`config.mk`:
```
export PLATFORM = sky130hd
export DESIGN_NAME = output_stop_ctrl
export DESIGN_NICKNAME = d
export VERILOG_FILES = /design/src/core/poe_pkg.sv /design/src/core/sample_tick_if.sv /design/src/core/sample_divider.sv /design/src/core/request_filter.sv /design/src/core/output_stop_ctrl.sv
export SDC_FILE = /design/constraint.sdc
export NUM_CORES = 1
export LEC_CHECK = 0
export ABC_CLOCK_PERIOD_IN_PS = 6100
export BUFFER_PORTS_ARGS = -buffer_cell sky130_fd_sc_hd__buf_2
export CORE_ASPECT_RATIO = 1.25
export CORE_MARGIN = 2
export CORE_UTILIZATION = 55
export CTS_CLUSTER_SIZE = 16
export DETAILED_ROUTE_END_ITERATION = 10
export PLACE_DENSITY = 0.86
export SLEW_MARGIN = 20
export SYNTH_ARGS = -nofsm -noshare
export SYNTH_HDL_FRONTEND = slang
export SYNTH_HIERARCHICAL = 1
export SYNTH_SLANG_ARGS = --single-unit
export TNS_END_PERCENT = 30
```
`constraint.sdc`:
```
create_clock -name aclk -period 6.1 [get_ports aclk]
set_clock_uncertainty 0.2 [all_clocks]
set_input_delay 0.915 -clock aclk [delete_from_list [all_inputs] [get_ports aclk]]
set_output_delay 0.915 -clock aclk [all_outputs]
set_load 0.05 [all_outputs]
```
`src/core/poe_pkg.sv`:
```
// Constants, field positions and types of the output-stop request logic.
// Assumes a single 10 MHz clock and an AXI4-Lite register port.
package poe_pkg;

	// ----------------------------------------------------------------
	// Register byte offsets
	// ----------------------------------------------------------------
	localparam logic [7:0] OFS_REQ_A  = 8'h00; // request_input_8_control_status
	localparam logic [7:0] OFS_REQ_B  = 8'h04; // request_input_10_control_status
	localparam logic [7:0] OFS_REQ_C  = 8'h08; // request_input_11_control_status
	localparam logic [7:0] OFS_REQ_D  = 8'h0c; // request_input_12_control_status
	localparam logic [7:0] OFS_OSC    = 8'h10; // oscillation_stop_control_status
	localparam logic [7:0] OFS_SW     = 8'h14; // software_output_disable
	localparam logic [7:0] OFS_STATUS = 8'h18; // sticky event flags, write one to clear
	localparam logic [7:0] OFS_MASK   = 8'h1c; // interrupt mask
	localparam logic [7:0] OFS_ADD    = 8'h20; // extra disabling conditions

	// ----------------------------------------------------------------
	// Register select codes
	// ----------------------------------------------------------------
	localparam logic [3:0] SEL_OSC    = 4'h4;
	localparam logic [3:0] SEL_SW     = 4'h5;
	localparam logic [3:0] SEL_STATUS = 4'h6;
	localparam logic [3:0] SEL_MASK   = 4'h7;
	localparam logic [3:0] SEL_ADD    = 4'h8;
	localparam logic [3:0] SEL_NONE   = 4'hf;

	// ----------------------------------------------------------------
	// Field positions
	// ----------------------------------------------------------------
	localparam int MODE_LSB   = 0;  // request_x_accept_mode[1:0]
	localparam int ENABLE_BIT = 8;  // request_x_disable_enable, osc_stop_disable_enable
	localparam int FLAG_BIT   = 12; // request_x_flag, osc_stop_detect_flag
	localparam int SW_CH34    = 0;  // sw_disable_timer_ch3_ch4
	localparam int SW_CH67    = 1;  // sw_disable_timer_ch6_ch7
	localparam int SW_CH0     = 2;  // sw_disable_timer_ch0
	localparam int SW_PWM02   = 3;  // sw_disable_pwm_ch0_to_2
	localparam int SW_PWM03   = 4;  // sw_disable_pwm_ch0_to_3
	localparam int ST_OSC_BIT = 4;  // status bit of the oscillation stop event
	localparam int ADD_A_BIT  = 0;  // request_a_add_to_ch3_ch4

	// ----------------------------------------------------------------
	// Counts, reset values and encodings
	// ----------------------------------------------------------------
	localparam int          REQ_N         = 4;
	localparam int unsigned DIV_LO        = 8;
	localparam int unsigned DIV_MID       = 16;
	localparam int unsigned DIV_HI        = 128;
	localparam logic [4:0]  LEVEL_SAMPLES = 5'h10;
	localparam logic [4:0]  RST_SW        = 5'h00;
	localparam logic [4:0]  RST_MASK      = 5'h00;
	localparam logic [1:0]  RESP_OKAY     = 2'h0;
	localparam logic [1:0]  RESP_SLVERR   = 2'h2;

	typedef enum logic [1:0] {
		MODE_EDGE   = 2'b00,
		MODE_DIV8   = 2'b01,
		MODE_DIV16  = 2'b10,
		MODE_DIV128 = 2'b11
	} accept_mode_e;

endpackage : poe_pkg

```
`src/core/sample_tick_if.sv`:
```
// Sample enables from the clock divider to the request filters.
// Assumes producer and consumers share aclk.
`timescale 1ns/100ps
interface sample_tick_if;
	logic tick_div8;   // One-cycle pulse every 8 clocks
	logic tick_div16;  // One-cycle pulse every 16 clocks
	logic tick_div128; // One-cycle pulse every 128 clocks

	modport src (output tick_div8, output tick_div16, output tick_div128);
	modport snk (input tick_div8, input tick_div16, input tick_div128);
endinterface : sample_tick_if

```
`src/core/sample_divider.sv`:
```
// Divider making the PCLK/8, /16 and /128 sample enables.
// Assumes one clock; ticks are aligned so /128 implies /16 implies /8.
`timescale 1ns/100ps
module sample_divider (
	input wire logic     aclk,    // Peripheral clock
	input wire logic     aresetn, // Synchronous reset, active low
	sample_tick_if.src   ticks    // Sample enables out
);
	typedef struct packed {
		logic [6:0] cnt;
		logic       t8;
		logic       t16;
		logic       t128;
	} div_s;

	div_s s;
	div_s next_s;

	// Divider position that ends one period
	function automatic logic hit(input logic [6:0] c, input int unsigned d);
		return ((32'(c) % d) == (d - 32'd1));
	endfunction : hit

	// Free-running count and registered ticks
	always_comb
	begin
		next_s      = s;
		next_s.cnt  = s.cnt + 7'h01;
		next_s.t8   = hit(s.cnt, poe_pkg::DIV_LO);
		next_s.t16  = hit(s.cnt, poe_pkg::DIV_MID);
		next_s.t128 = hit(s.cnt, poe_pkg::DIV_HI);
	end

	always_ff @(posedge aclk)
	begin
		if (!aresetn)
			s <= '0;
		else
			s <= next_s;
	end

	assign ticks.tick_div8   = s.t8;
	assign ticks.tick_div16  = s.t16;
	assign ticks.tick_div128 = s.t128;

	chk_tick8_period: assert property (@(posedge aclk) disable iff (!aresetn)
		s.t8 |=> !s.t8 [*7] ##1 s.t8)
		else $error("divide-by-8 tick period wrong");
	chk_tick16_nest: assert property (@(posedge aclk) disable iff (!aresetn)
		s.t16 |-> s.t8 ##8 (s.t8 && !s.t16))
		else $error("divide-by-16 tick not on alternate /8 ticks");
	chk_tick128_nest: assert property (@(posedge aclk) disable iff (!aresetn)
		s.t128 |-> s.t16)
		else $error("divide-by-128 tick off the /16 grid");
endmodule : sample_divider

```
`src/core/request_filter.sv`:
```
// Acceptance filter for one active-low output-stop request pin.
// Assumes the pin is asynchronous and the ticks come from sample_divider.
`timescale 1ns/100ps
module request_filter (
	input wire logic       aclk,    // Peripheral clock
	input wire logic       aresetn, // Synchronous reset, active low
	input wire logic       pin_n,   // Request pin, active low, asynchronous
	input wire logic [1:0] mode,    // Acceptance mode
	sample_tick_if.snk     ticks,   // Sample enables
	output logic           accept   // One-cycle pulse per accepted request
);
	typedef struct packed {
		logic [1:0] sync;
		logic       prev;
		logic [4:0] cnt;
		logic       accept;
	} filt_s;

	filt_s s;
	filt_s next_s;
	logic  tick;

	// Edge or sampled-level acceptance
	always_comb
	begin
		next_s        = s;
		next_s.sync   = {s.sync[0], pin_n};
		next_s.prev   = s.sync[1];
		next_s.accept = 1'b0;
		case (mode)
			poe_pkg::MODE_EDGE:   tick = 1'b0;
			poe_pkg::MODE_DIV8:   tick = ticks.tick_div8;
			poe_pkg::MODE_DIV16:  tick = ticks.tick_div16;
			poe_pkg::MODE_DIV128: tick = ticks.tick_div128;
			default:              tick = 1'b0;
		endcase
		if (mode == poe_pkg::MODE_EDGE)
		begin
			next_s.cnt    = 5'h00;
			next_s.accept = s.prev & ~s.sync[1];
		end
		else if (tick)
		begin
			if (s.sync[1])
				next_s.cnt = 5'h00; // High sample breaks the run
			else if (s.cnt < poe_pkg::LEVEL_SAMPLES)
			begin
				next_s.cnt    = s.cnt + 5'h01;
				next_s.accept = (s.cnt == poe_pkg::LEVEL_SAMPLES - 5'h01);
			end
		end
	end

	// Pin idles high, so reset assumes high
	always_ff @(posedge aclk)
	begin
		if (!aresetn)
			s <= '{sync: 2'h3, prev: 1'b1, cnt: 5'h00, accept: 1'b0};
		else
			s <= next_s;
	end

	assign accept = s.accept;

	chk_edge_accept: assert property (@(posedge aclk) disable iff (!aresetn)
		(mode == poe_pkg::MODE_EDGE && s.prev && !s.sync[1]) |=> s.accept)
		else $error("falling edge not accepted");
	chk_level_count: assert property (@(posedge aclk) disable iff (!aresetn)
		($past(mode) != poe_pkg::MODE_EDGE && s.accept) |-> ($past(s.cnt) == 5'h0f
			&& s.cnt == 5'h10))
		else $error("level accept without sixteen low samples");
	chk_level_break: assert property (@(posedge aclk) disable iff (!aresetn)
		(mode != poe_pkg::MODE_EDGE && tick && s.sync[1]) |=> (s.cnt == 5'h00 && !s.accept))
		else $error("high sample did not restart the count");
endmodule : request_filter

```
`src/core/output_stop_ctrl.sv`:
```
// Output-stop request logic: four filtered request pins, oscillation stop,
// software forcing, AXI4-Lite registers and one level interrupt.
// Assumes one 10 MHz clock; request pins and the oscillation stop level are
// asynchronous and pass two flip-flops before use.
//
// The AXI4-Lite interface to the registers and the placing of the registers were decided locally.
`timescale 1ns/100ps
module output_stop_ctrl (
	input  wire logic        aclk,                    // Peripheral clock, 10 MHz
	input  wire logic        aresetn,                 // Synchronous reset, active low
	input  wire logic [7:0]  awaddr,                  // Write address
	input  wire logic        awvalid,                 // Write address valid
	output logic             awready,                 // Write address ready
	input  wire logic [31:0] wdata,                   // Write data
	input  wire logic [3:0]  wstrb,                   // Write byte strobes
	input  wire logic        wvalid,                  // Write data valid
	output logic             wready,                  // Write data ready
	output logic [1:0]       bresp,                   // Write response
	output logic             bvalid,                  // Write response valid
	input  wire logic        bready,                  // Write response ready
	input  wire logic [7:0]  araddr,                  // Read address
	input  wire logic        arvalid,                 // Read address valid
	output logic             arready,                 // Read address ready
	output logic [31:0]      rdata,                   // Read data
	output logic [1:0]       rresp,                   // Read response
	output logic             rvalid,                  // Read data valid
	input  wire logic        rready,                  // Read data ready
	input  wire logic        fault_request_pin_a_n,   // Request pin a, active low
	input  wire logic        fault_request_pin_b_n,   // Request pin b, active low
	input  wire logic        fault_request_pin_c_n,   // Request pin c, active low
	input  wire logic        fault_request_pin_d_n,   // Request pin d, active low
	input  wire logic        osc_stop_detect,         // Clock monitor stop level
	output logic             disable_timer_ch3_ch4,   // Force timer ch3/ch4 outputs off
	output logic             disable_timer_ch6_ch7,   // Force timer ch6/ch7 outputs off
	output logic             disable_timer_ch0,       // Force timer ch0 outputs off
	output logic             disable_pwm_ch0_to_2,    // Force pwm ch0-2 outputs off
	output logic             disable_pwm_ch0_to_3,    // Force pwm ch0-3 outputs off
	output logic             irq                      // Level interrupt, active high
);
	// ----------------------------------------------------------------
	// State
	// ----------------------------------------------------------------
	typedef struct packed {
		logic        aw_got;
		logic        w_got;
		logic [7:0]  waddr;
		logic [31:0] wdata;
		logic [3:0]  wstrb;
		logic        bvalid;
		logic [1:0]  bresp;
		logic        rvalid;
		logic [1:0]  rresp;
		logic [31:0] rdata;
		logic [3:0][1:0] mode;
		logic [3:0]  en;
		logic [3:0]  flag;
		logic [1:0]  osc_sync;
		logic        osc_prev;
		logic        osc_en;
		logic        osc_flag;
		logic [4:0]  sw;
		logic [4:0]  mask;
		logic        add_a;
		logic [4:0]  dis;
		logic        irq;
	} ctrl_s;

	ctrl_s      s;
	ctrl_s      next_s;
	logic [3:0] pins_n;
	logic [3:0] acc;

	// ----------------------------------------------------------------
	// Helpers
	// ----------------------------------------------------------------
	// Address to register select; unaligned or unknown gives SEL_NONE
	function automatic logic [3:0] reg_sel(input logic [7:0] a);
		case (a)
			poe_pkg::OFS_REQ_A:  return 4'h0;
			poe_pkg::OFS_REQ_B:  return 4'h1;
			poe_pkg::OFS_REQ_C:  return 4'h2;
			poe_pkg::OFS_REQ_D:  return 4'h3;
			poe_pkg::OFS_OSC:    return poe_pkg::SEL_OSC;
			poe_pkg::OFS_SW:     return poe_pkg::SEL_SW;
			poe_pkg::OFS_STATUS: return poe_pkg::SEL_STATUS;
			poe_pkg::OFS_MASK:   return poe_pkg::SEL_MASK;
			poe_pkg::OFS_ADD:    return poe_pkg::SEL_ADD;
			default:             return poe_pkg::SEL_NONE;
		endcase
	endfunction : reg_sel

	// Layout of a control/status word
	function automatic logic [15:0] ctrl_word(input logic [1:0] m, input logic e,
		input logic f);
		logic [15:0] w;
		w = 16'h0000;
		w[poe_pkg::MODE_LSB +: 2] = m;
		w[poe_pkg::ENABLE_BIT]    = e;
		w[poe_pkg::FLAG_BIT]      = f;
		return w;
	endfunction : ctrl_word

	// Byte-lane merge of a 16-bit register
	function automatic logic [15:0] merge16(input logic [15:0] old, input logic [15:0] d,
		input logic [1:0] st);
		return {st[1] ? d[15:8] : old[15:8], st[0] ? d[7:0] : old[7:0]};
	endfunction : merge16

	// ----------------------------------------------------------------
	// Request filters and sample divider
	// ----------------------------------------------------------------
	sample_tick_if ticks ();

	sample_divider u_div (
		.aclk    (aclk),
		.aresetn (aresetn),
		.ticks   (ticks.src)
	);

	assign pins_n = {fault_request_pin_d_n, fault_request_pin_c_n,
		fault_request_pin_b_n, fault_request_pin_a_n};

	// Pin a has no mode field and is edge accepted
	for (genvar k = 0; k < poe_pkg::REQ_N; k++)
	begin : g_filt
		request_filter u_filt (
			.aclk    (aclk),
			.aresetn (aresetn),
			.pin_n   (pins_n[k]),
			.mode    ((k == 0) ? poe_pkg::MODE_EDGE : s.mode[k]),
			.ticks   (ticks.snk),
			.accept  (acc[k])
		);
	end

	// ----------------------------------------------------------------
	// Next state
	// ----------------------------------------------------------------
	always_comb
	begin
		logic [3:0]  wsel;
		logic [3:0]  rsel;
		logic [4:0]  clr;
		logic [15:0] v;
		logic        osc_term;
		logic        req_ch34;
		wsel     = reg_sel(s.waddr);
		rsel     = reg_sel(araddr);
		clr      = 5'h00;
		v        = 16'h0000;
		osc_term = s.osc_flag & s.osc_en;
		req_ch34 = |(s.flag[3:1] & s.en[3:1]) | (s.flag[0] & s.add_a);
		next_s   = s;

		// Write address and data, in either order
		if (awvalid && awready)
		begin
			next_s.aw_got = 1'b1;
			next_s.waddr  = awaddr;
		end
		if (wvalid && wready)
		begin
			next_s.w_got = 1'b1;
			next_s.wdata = wdata;
			next_s.wstrb = wstrb;
		end

		// Commit a write once both halves are held
		if (s.aw_got && s.w_got && !s.bvalid)
		begin
			next_s.aw_got = 1'b0;
			next_s.w_got  = 1'b0;
			next_s.bvalid = 1'b1;
			next_s.bresp  = (wsel == poe_pkg::SEL_NONE) ? poe_pkg::RESP_SLVERR
				: poe_pkg::RESP_OKAY;
			if (wsel < 4'h4)
			begin
				v = merge16(ctrl_word(s.mode[wsel[1:0]], s.en[wsel[1:0]], s.flag[wsel[1:0]]),
					s.wdata[15:0], s.wstrb[1:0]);
				if (wsel != 4'h0)
					next_s.mode[wsel[1:0]] = v[poe_pkg::MODE_LSB +: 2];
				next_s.en[wsel[1:0]] = v[poe_pkg::ENABLE_BIT];
			end
			else
			begin
				case (wsel)
					poe_pkg::SEL_OSC:
					begin
						v = merge16(ctrl_word(2'h0, s.osc_en, s.osc_flag), s.wdata[15:0],
							s.wstrb[1:0]);
						next_s.osc_en = v[poe_pkg::ENABLE_BIT];
					end
					poe_pkg::SEL_SW:
						if (s.wstrb[0])
							next_s.sw = s.wdata[4:0];
					poe_pkg::SEL_STATUS:
						if (s.wstrb[0])
							clr = s.wdata[4:0];
					poe_pkg::SEL_MASK:
						if (s.wstrb[0])
							next_s.mask = s.wdata[4:0];
					poe_pkg::SEL_ADD:
						if (s.wstrb[0])
							next_s.add_a = s.wdata[poe_pkg::ADD_A_BIT];
					default:
						next_s.add_a = s.add_a;
				endcase
			end
		end
		if (s.bvalid && bready)
			next_s.bvalid = 1'b0;

		// Read: one cycle to the answer
		if (arvalid && arready)
		begin
			next_s.rvalid = 1'b1;
			next_s.rresp  = (rsel == poe_pkg::SEL_NONE) ? poe_pkg::RESP_SLVERR
				: poe_pkg::RESP_OKAY;
			case (rsel)
				4'h0, 4'h1, 4'h2, 4'h3:
					next_s.rdata = {16'h0000, ctrl_word(s.mode[rsel[1:0]], s.en[rsel[1:0]],
						s.flag[rsel[1:0]])};
				poe_pkg::SEL_OSC:
					next_s.rdata = {16'h0000, ctrl_word(2'h0, s.osc_en, s.osc_flag)};
				poe_pkg::SEL_SW:     next_s.rdata = {27'h0, s.sw};
				poe_pkg::SEL_STATUS: next_s.rdata = {27'h0, s.osc_flag, s.flag};
				poe_pkg::SEL_MASK:   next_s.rdata = {27'h0, s.mask};
				poe_pkg::SEL_ADD:    next_s.rdata = {31'h0, s.add_a};
				default:             next_s.rdata = 32'h0;
			endcase
		end
		if (s.rvalid && rready)
			next_s.rvalid = 1'b0;

		// Sticky flags; a new event wins over a clear
		next_s.flag     = (s.flag & ~clr[3:0]) | acc;
		next_s.osc_sync = {s.osc_sync[0], osc_stop_detect};
		next_s.osc_prev = s.osc_sync[1];
		next_s.osc_flag = (s.osc_flag & ~clr[poe_pkg::ST_OSC_BIT])
			| (s.osc_sync[1] & ~s.osc_prev);

		// Output disables from software, flags and oscillation stop
		next_s.dis[poe_pkg::SW_CH34]  = s.sw[poe_pkg::SW_CH34] | s.sw[poe_pkg::SW_PWM02]
			| req_ch34 | osc_term;
		next_s.dis[poe_pkg::SW_CH67]  = s.sw[poe_pkg::SW_CH67] | (s.flag[0] & s.en[0])
			| osc_term;
		next_s.dis[poe_pkg::SW_CH0]   = s.sw[poe_pkg::SW_CH0] | osc_term;
		next_s.dis[poe_pkg::SW_PWM02] = s.sw[poe_pkg::SW_PWM02] | s.sw[poe_pkg::SW_CH34]
			| osc_term;
		next_s.dis[poe_pkg::SW_PWM03] = s.sw[poe_pkg::SW_PWM03] | osc_term;
		next_s.irq = |({s.osc_flag, s.flag} & s.mask);
	end

	// ----------------------------------------------------------------
	// Registers and outputs
	// ----------------------------------------------------------------
	always_ff @(posedge aclk)
	begin
		if (!aresetn)
		begin
			s      <= '0;
			s.sw   <= poe_pkg::RST_SW;
			s.mask <= poe_pkg::RST_MASK;
		end
		else
			s <= next_s;
	end

	assign awready               = !s.aw_got && !s.bvalid;
	assign wready                = !s.w_got && !s.bvalid;
	assign arready               = !s.rvalid;
	assign bvalid                = s.bvalid;
	assign bresp                 = s.bresp;
	assign rvalid                = s.rvalid;
	assign rresp                 = s.rresp;
	assign rdata                 = s.rdata;
	assign disable_timer_ch3_ch4 = s.dis[poe_pkg::SW_CH34];
	assign disable_timer_ch6_ch7 = s.dis[poe_pkg::SW_CH67];
	assign disable_timer_ch0     = s.dis[poe_pkg::SW_CH0];
	assign disable_pwm_ch0_to_2  = s.dis[poe_pkg::SW_PWM02];
	assign disable_pwm_ch0_to_3  = s.dis[poe_pkg::SW_PWM03];
	assign irq                   = s.irq;

	// ----------------------------------------------------------------
	// Checks
	// ----------------------------------------------------------------
	chk_flag_on_accept: assert property (@(posedge aclk) disable iff (!aresetn)
		(|acc) |=> ((s.flag & $past(acc)) == $past(acc)))
		else $error("accepted request did not set its flag");
	chk_irq_level: assert property (@(posedge aclk) disable iff (!aresetn)
		(|({s.osc_flag, s.flag} & s.mask)) |=> irq)
		else $error("unmasked flag did not raise the interrupt");
	chk_irq_quiet: assert property (@(posedge aclk) disable iff (!aresetn)
		(({s.osc_flag, s.flag} & s.mask) == 5'h00) |=> !irq)
		else $error("interrupt raised with every flag masked");
	chk_flag_sticky: assert property (@(posedge aclk) disable iff (!aresetn)
		(s.flag[2] && !(s.aw_got && s.w_got && !s.bvalid)) |=> s.flag[2])
		else $error("request flag cleared itself");
	chk_req_disable: assert property (@(posedge aclk) disable iff (!aresetn)
		(s.flag[3] && s.en[3]) |=> disable_timer_ch3_ch4)
		else $error("enabled request flag did not disable ch3/ch4");
	chk_a_to_ch67: assert property (@(posedge aclk) disable iff (!aresetn)
		(s.flag[0] && s.en[0]) |=> disable_timer_ch6_ch7)
		else $error("enabled pin a flag did not disable ch6/ch7");
	chk_osc_flag_set: assert property (@(posedge aclk) disable iff (!aresetn)
		(s.osc_sync[1] && !s.osc_prev) |=> s.osc_flag)
		else $error("oscillation stop not flagged");
	chk_osc_disable: assert property (@(posedge aclk) disable iff (!aresetn)
		(s.osc_flag && s.osc_en) |=> (disable_timer_ch0 && disable_pwm_ch0_to_3
			&& disable_timer_ch6_ch7))
		else $error("oscillation stop did not disable outputs");
	chk_sw_ch34: assert property (@(posedge aclk) disable iff (!aresetn)
		s.sw[poe_pkg::SW_CH34] |=> (disable_timer_ch3_ch4 && disable_pwm_ch0_to_2))
		else $error("software ch3/ch4 force missing");
	chk_sw_pwm02: assert property (@(posedge aclk) disable iff (!aresetn)
		s.sw[poe_pkg::SW_PWM02] |=> (disable_timer_ch3_ch4 && disable_pwm_ch0_to_2))
		else $error("software pwm 0-2 force missing");
	chk_sw_ch67: assert property (@(posedge aclk) disable iff (!aresetn)
		s.sw[poe_pkg::SW_CH67] |=> disable_timer_ch6_ch7)
		else $error("software ch6/ch7 force missing");
	chk_sw_ch0: assert property (@(posedge aclk) disable iff (!aresetn)
		!disable_timer_ch0 |-> $past(!s.sw[poe_pkg::SW_CH0]))
		else $error("software ch0 force missing");
	chk_sw_pwm03: assert property (@(posedge aclk) disable iff (!aresetn)
		s.sw[poe_pkg::SW_PWM03] |=> disable_pwm_ch0_to_3)
		else $error("software pwm 0-3 force missing");
	chk_add_a_ch34: assert property (@(posedge aclk) disable iff (!aresetn)
		(s.flag[0] && s.add_a) |=> disable_timer_ch3_ch4)
		else $error("pin a flag not added to ch3/ch4");
endmodule : output_stop_ctrl

```
# Word level (Yosys, flattened, before mapping)
# Cells that the tools add are included.
[classes]
addsub = 4
mul = 0
n_div = 0
order_cmp = 7
n_eq_ne = 46
shifts = 0
n_mux = 45
bitwise = 32
reduce_logical = 42
[ops]
columns = ["cell", "n"]
rows = [
  ["case mux 13 bit (6 select lines)", 1],
  ["case mux 4 bit (9 select lines)", 2],
  ["== test 8 x 5 -> 1 bit, second input constant", 8],
  ["2-to-1 mux 5 bit", 7],
  ["== test 4 x 3 -> 1 bit, second input constant", 8],
  ["== test 8 x 4 -> 1 bit, second input constant", 4],
  ["== test 4 bit, second input constant", 5],
  ["2-to-1 mux 6 bit", 3],
  ["== test 8 x 3 -> 1 bit, second input constant", 2],
  ["== test 8 x 6 -> 1 bit, second input constant", 2],
  ["zero test 8 bit", 2],
  ["AND reduction 4 bit", 4],
  ["adder 5 x 1 -> 5 bit, second input constant", 3],
  ["== test 5 x 4 -> 1 bit, second input constant", 3],
  ["< comparator 5 bit, second input constant", 3],
  ["2-to-1 mux 1 bit", 14],
  ["== test 2 bit, second input constant", 6],
  ["2-to-1 mux 2 bit", 6],
  ["case mux 1 bit (4 select lines)", 3],
  ["OR reduction 2 bit", 6],
  ["logical AND 1 bit", 10],
  ["bitwise OR 1 bit", 10],
  ["bitwise AND 1 bit", 9],
  ["binary-select mux 2 bit (select 2 bit)", 2],
  ["other kinds (30)", 53],
]
[totals]
regBits = 138
latch_bits = 0
ramBits = 0
rom_bits = 0
inputBits = 64
output_inout_bits = 47
word_cells = 220
mem_count = 0

# Logic depth before layout (Yosys ltp)
[depth]
word_depth = 9
depth_mapped = 6

# Cells and area by module
# Netlist, hierarchy kept.
[by_module_without_submodules]
columns = ["module", "instances", "cells_each", "area_each_um2"]
rows = [
  ["output_stop_ctrl", 1, 387, 3326.9],
  ["request_filter", 4, 43, 394.1],
  ["sample_divider", 1, 34, 351.6],
]

# Least setup slack after synthesis
# No wires, ideal clock.
[synth_path]
kind = "input-to-reg"
start = "input araddr[1]"
end = "register s, in the netlist rdata[0]"
setup_time_ns = 0.075
arrival_time_ns = 2.204
slack_ns = 3.621
stages = 5
path_buffers = 1
cell_sequence = "or4_1 clkbuf_1 a211oi_1 o21ai_0 o22ai_1"
[synth_via]
elab_chain_cells = 5
word_cells_on_any_way = 23
[synth_lines]
columns = ["element", "line_no", "text"]
rows = [
  ["start, declared", "output_stop_ctrl.sv:21", "input wire logic [7:0] araddr,"],
  ["== test 8 x 6 -> 1 bit (tied with other cells)", "output_stop_ctrl.sv:78", "case (a)"],
  ["case mux 4 bit (9 select lines) *", "output_stop_ctrl.sv:78", ""],
  ["== test 4 x 1 -> 1 bit (tied with other cells)", "output_stop_ctrl.sv:219", "case (rsel)"],
  ["OR reduction 4 bit / 2-to-1 mux 2 bit (equally long branches)", "output_stop_ctrl.sv:219, output_stop_ctrl.sv:221", ""],
  ["case mux 13 bit (6 select lines) *", "output_stop_ctrl.sv:219", ""],
  ["end signal, assigned", "output_stop_ctrl.sv:266", "s <= next_s;"],
  ["end, declared", "output_stop_ctrl.sv:68", "ctrl_s s;"],
]
# Every way passes the cells marked *; elsewhere a longest branch is shown, timed or not. The select of a mux whose other input is x is not followed.
# A chain may end at the register's enable or synchronous reset.

==> run summary <==
clock slew at reported path FFs: 50 ps
# DRC: 0
Achievable Freq: 0.3588 GHz
Min Hold Slack: 210.3 ps
IO Pins: 111
Final min period: 2787 ps
setup bufs post-CTS: 0
Setup TNS: 0 ps
CP startpoint kind: primary input
Setup crit end kind: register
Hold Crit Start: g_filt[2].u_filt/next_s[8]
ys async rst share: 0
Synth Instances: 593
WHS Path Cells: 1
Post-Place Worst Slack: 2959 ps
Core ar.: 0.009223 mm2
worst slew pin tran: 884.4 ps
initial antenna violation count: 0
layout cells sized above 1: 0.1547
post-synth top area share: 0.4305
Post-synth EDFFs: 0
GR Overflow Total: 0
YS warnings: 6
clk buf depth: 2
Yosys reg bits: 113
Initial Utilization: 0.5698
DPL Wire Length: 7769 um
status: complete, no violations
routed wire length: 11640 um
Endpoint, Worst Hold: g_filt[2].u_filt/next_s[6]
post-synthesis cell type count: 65
CTS root buffer: clkbuf_16
clk sinks: 113
synth top area cells: dfxtp_1 43%, buf_4 5.1%, a21oi_1 4.6%
unrepaired setup endpoints after global routing: false
DIE HEIGHT: 113.3 um
Wirelength per Cell: 14.99 um
Max Cap Viol: 0
final setup fails: 0
Vias/cell: 5.795
DRT Pass-1 Iters: 5
Power Dens Cells: 308.7 mW/mm2
post-synthesis sequential area ratio: 0.4305
first-pass GRT wire length: 18950 um
top_reg_cell synth: dfxtp_1
ANT nets after route: 0
critical path required time: 6200 ps
Area after DPL: 0.005434 mm2
Pwr Total: 1.851 mW
R2R depth: 4
Setup CP Type: in2reg
Syn Std Cell Area: 0.005255 mm2
Die ar.: 0.01036 mm2
reg2reg start: s[114]
Worst Hold Class: reg2reg
endpoints failing hold: 0
Critical Path AT: 2890 ps
Nets: 710
Worst R2R Setup Slack: 3580 ps
input/output buffers: 55
Total GRT Usage: 0.2259
final non-filler cell area: 0.005996 mm2
CTS resizes: 0
Hold Buf Count CTS: 0
Reg-to-Reg End: s[37]
critical path fanouts, max: 50
initial drt markers: 411
Die Width: 91.43 um
number of global-route vias before repair: 4240
via count: 4497
P&R area growth vs syn: 14.10%
largest net degree at the start of global routing: 51
Util after Layout: 0.6501
diode count: 0
worst vdd rail ir drop: 0.2727 mV
synthesized area per cell: 8.862 um2
htree depth: 4
Final Slew Violations: 0
TritonCTS clock tree: built
crit share post-route: 0.4569
TritonCTS Buffers: 17
GP Congestion: 0.9388
biggest area consumer among synthesized cells: dfxtp_1
setup ws final: 3313 ps
Inst Count DP: 744
Max transition margin: 0.4104
Non-Filler Instances: 776
row count: 39
worst skew pair latency: 420 ps
P_leak: 2.342 nW
==> logic make-up after synthesis <==
logic type,synth area share
muxes,0.07024
xor gates and xnor gates,0.003334
buffers and inverters,0.07762
adders and majority gates,0.01429
DFF,0.4305
other,0.0007136
AOI/OAI and AO/OA,0.1774
and+or+nand+nor,0.2259
==> state kept, by name, indices dropped and copies added (netlist names), 2 cells and up <==
signal                cells
g_filt.u_filt/accept      4
g_filt.u_filt/next_s      8
u_div/s                   7
next_s                    2
g_filt.u_filt/s          24
rdata                     7
s                        48
==> where the power goes <==
part	internal (mW)	switching, mW
logic	0.0379	0.108
clock network	0.562	0.363
registers	0.757	0.0230
==> placed cells by master (no fill, tap or decap), types with 6 or more instances in the layout <==
cell type,netlist,final
conb_1,1,35
mux2_2,6,6
nand2_1,54,54
nand3b_1,9,9
inv_1,7,7
nor2_1,44,44
clkbuf_16,0,17
nand4_1,6,6
or4_1,9,9
nor2b_1,17,17
nor3_1,11,11
and2_1,14,14
mux2i_1,23,23
clkinvlp_4,0,6
dfxtp_1,113,113
a21oi_1,48,48
a211oi_1,8,8
nand3_1,19,19
buf_2,5,55
ha_1,6,6
nand2b_1,16,16
o21ai_0,31,31
o21a_1,7,7
a22o_1,8,8
==> final cells by class <==
cell class,instances,area [um2]
clock buffers,18,429.2
clock inverters,14,132.6
fillers,739,3227
inverters,8,30.03
multi-input cells,445,2713
flip-flops and latches,113,2262
well taps,123,153.9
repair buffers,55,275.3
==> cells in the mapped netlist, drive strengths merged (14+ instances only) <==
cell	instances
mux2i	23
nor2b	17
o21ai	32
buf	47
nand2	54
a21oi	48
and2	14
nor2	44
nand2b	16
clkbuf	14
nand3	20
dfxtp	113
==> worst max-delay path, stage by stage <==
cell     delay (ps)
buf_2           660
inv_2           560
a21oi_1         270
o41ai_1         160
o41ai_1         290
==> layer usage <==
layer  track usage  wire [um]
met3       0.06924        661
met4        0.1010        337
met5             0          0
met2        0.4039       6093
met1        0.2434       4543
==> how the worst max path moves through the flow <==
stage	end	from
2_1_floorplan	rdata[0]	araddr[1]
3_3_place_gp	s[26]	aresetn
3_5_place_dp	s[26]	aresetn
4_1_cts	s[26]	aresetn
5_1_grt	s[26]	aresetn
6_report	s[26]	aresetn
(Power assumes the default switching activity.)
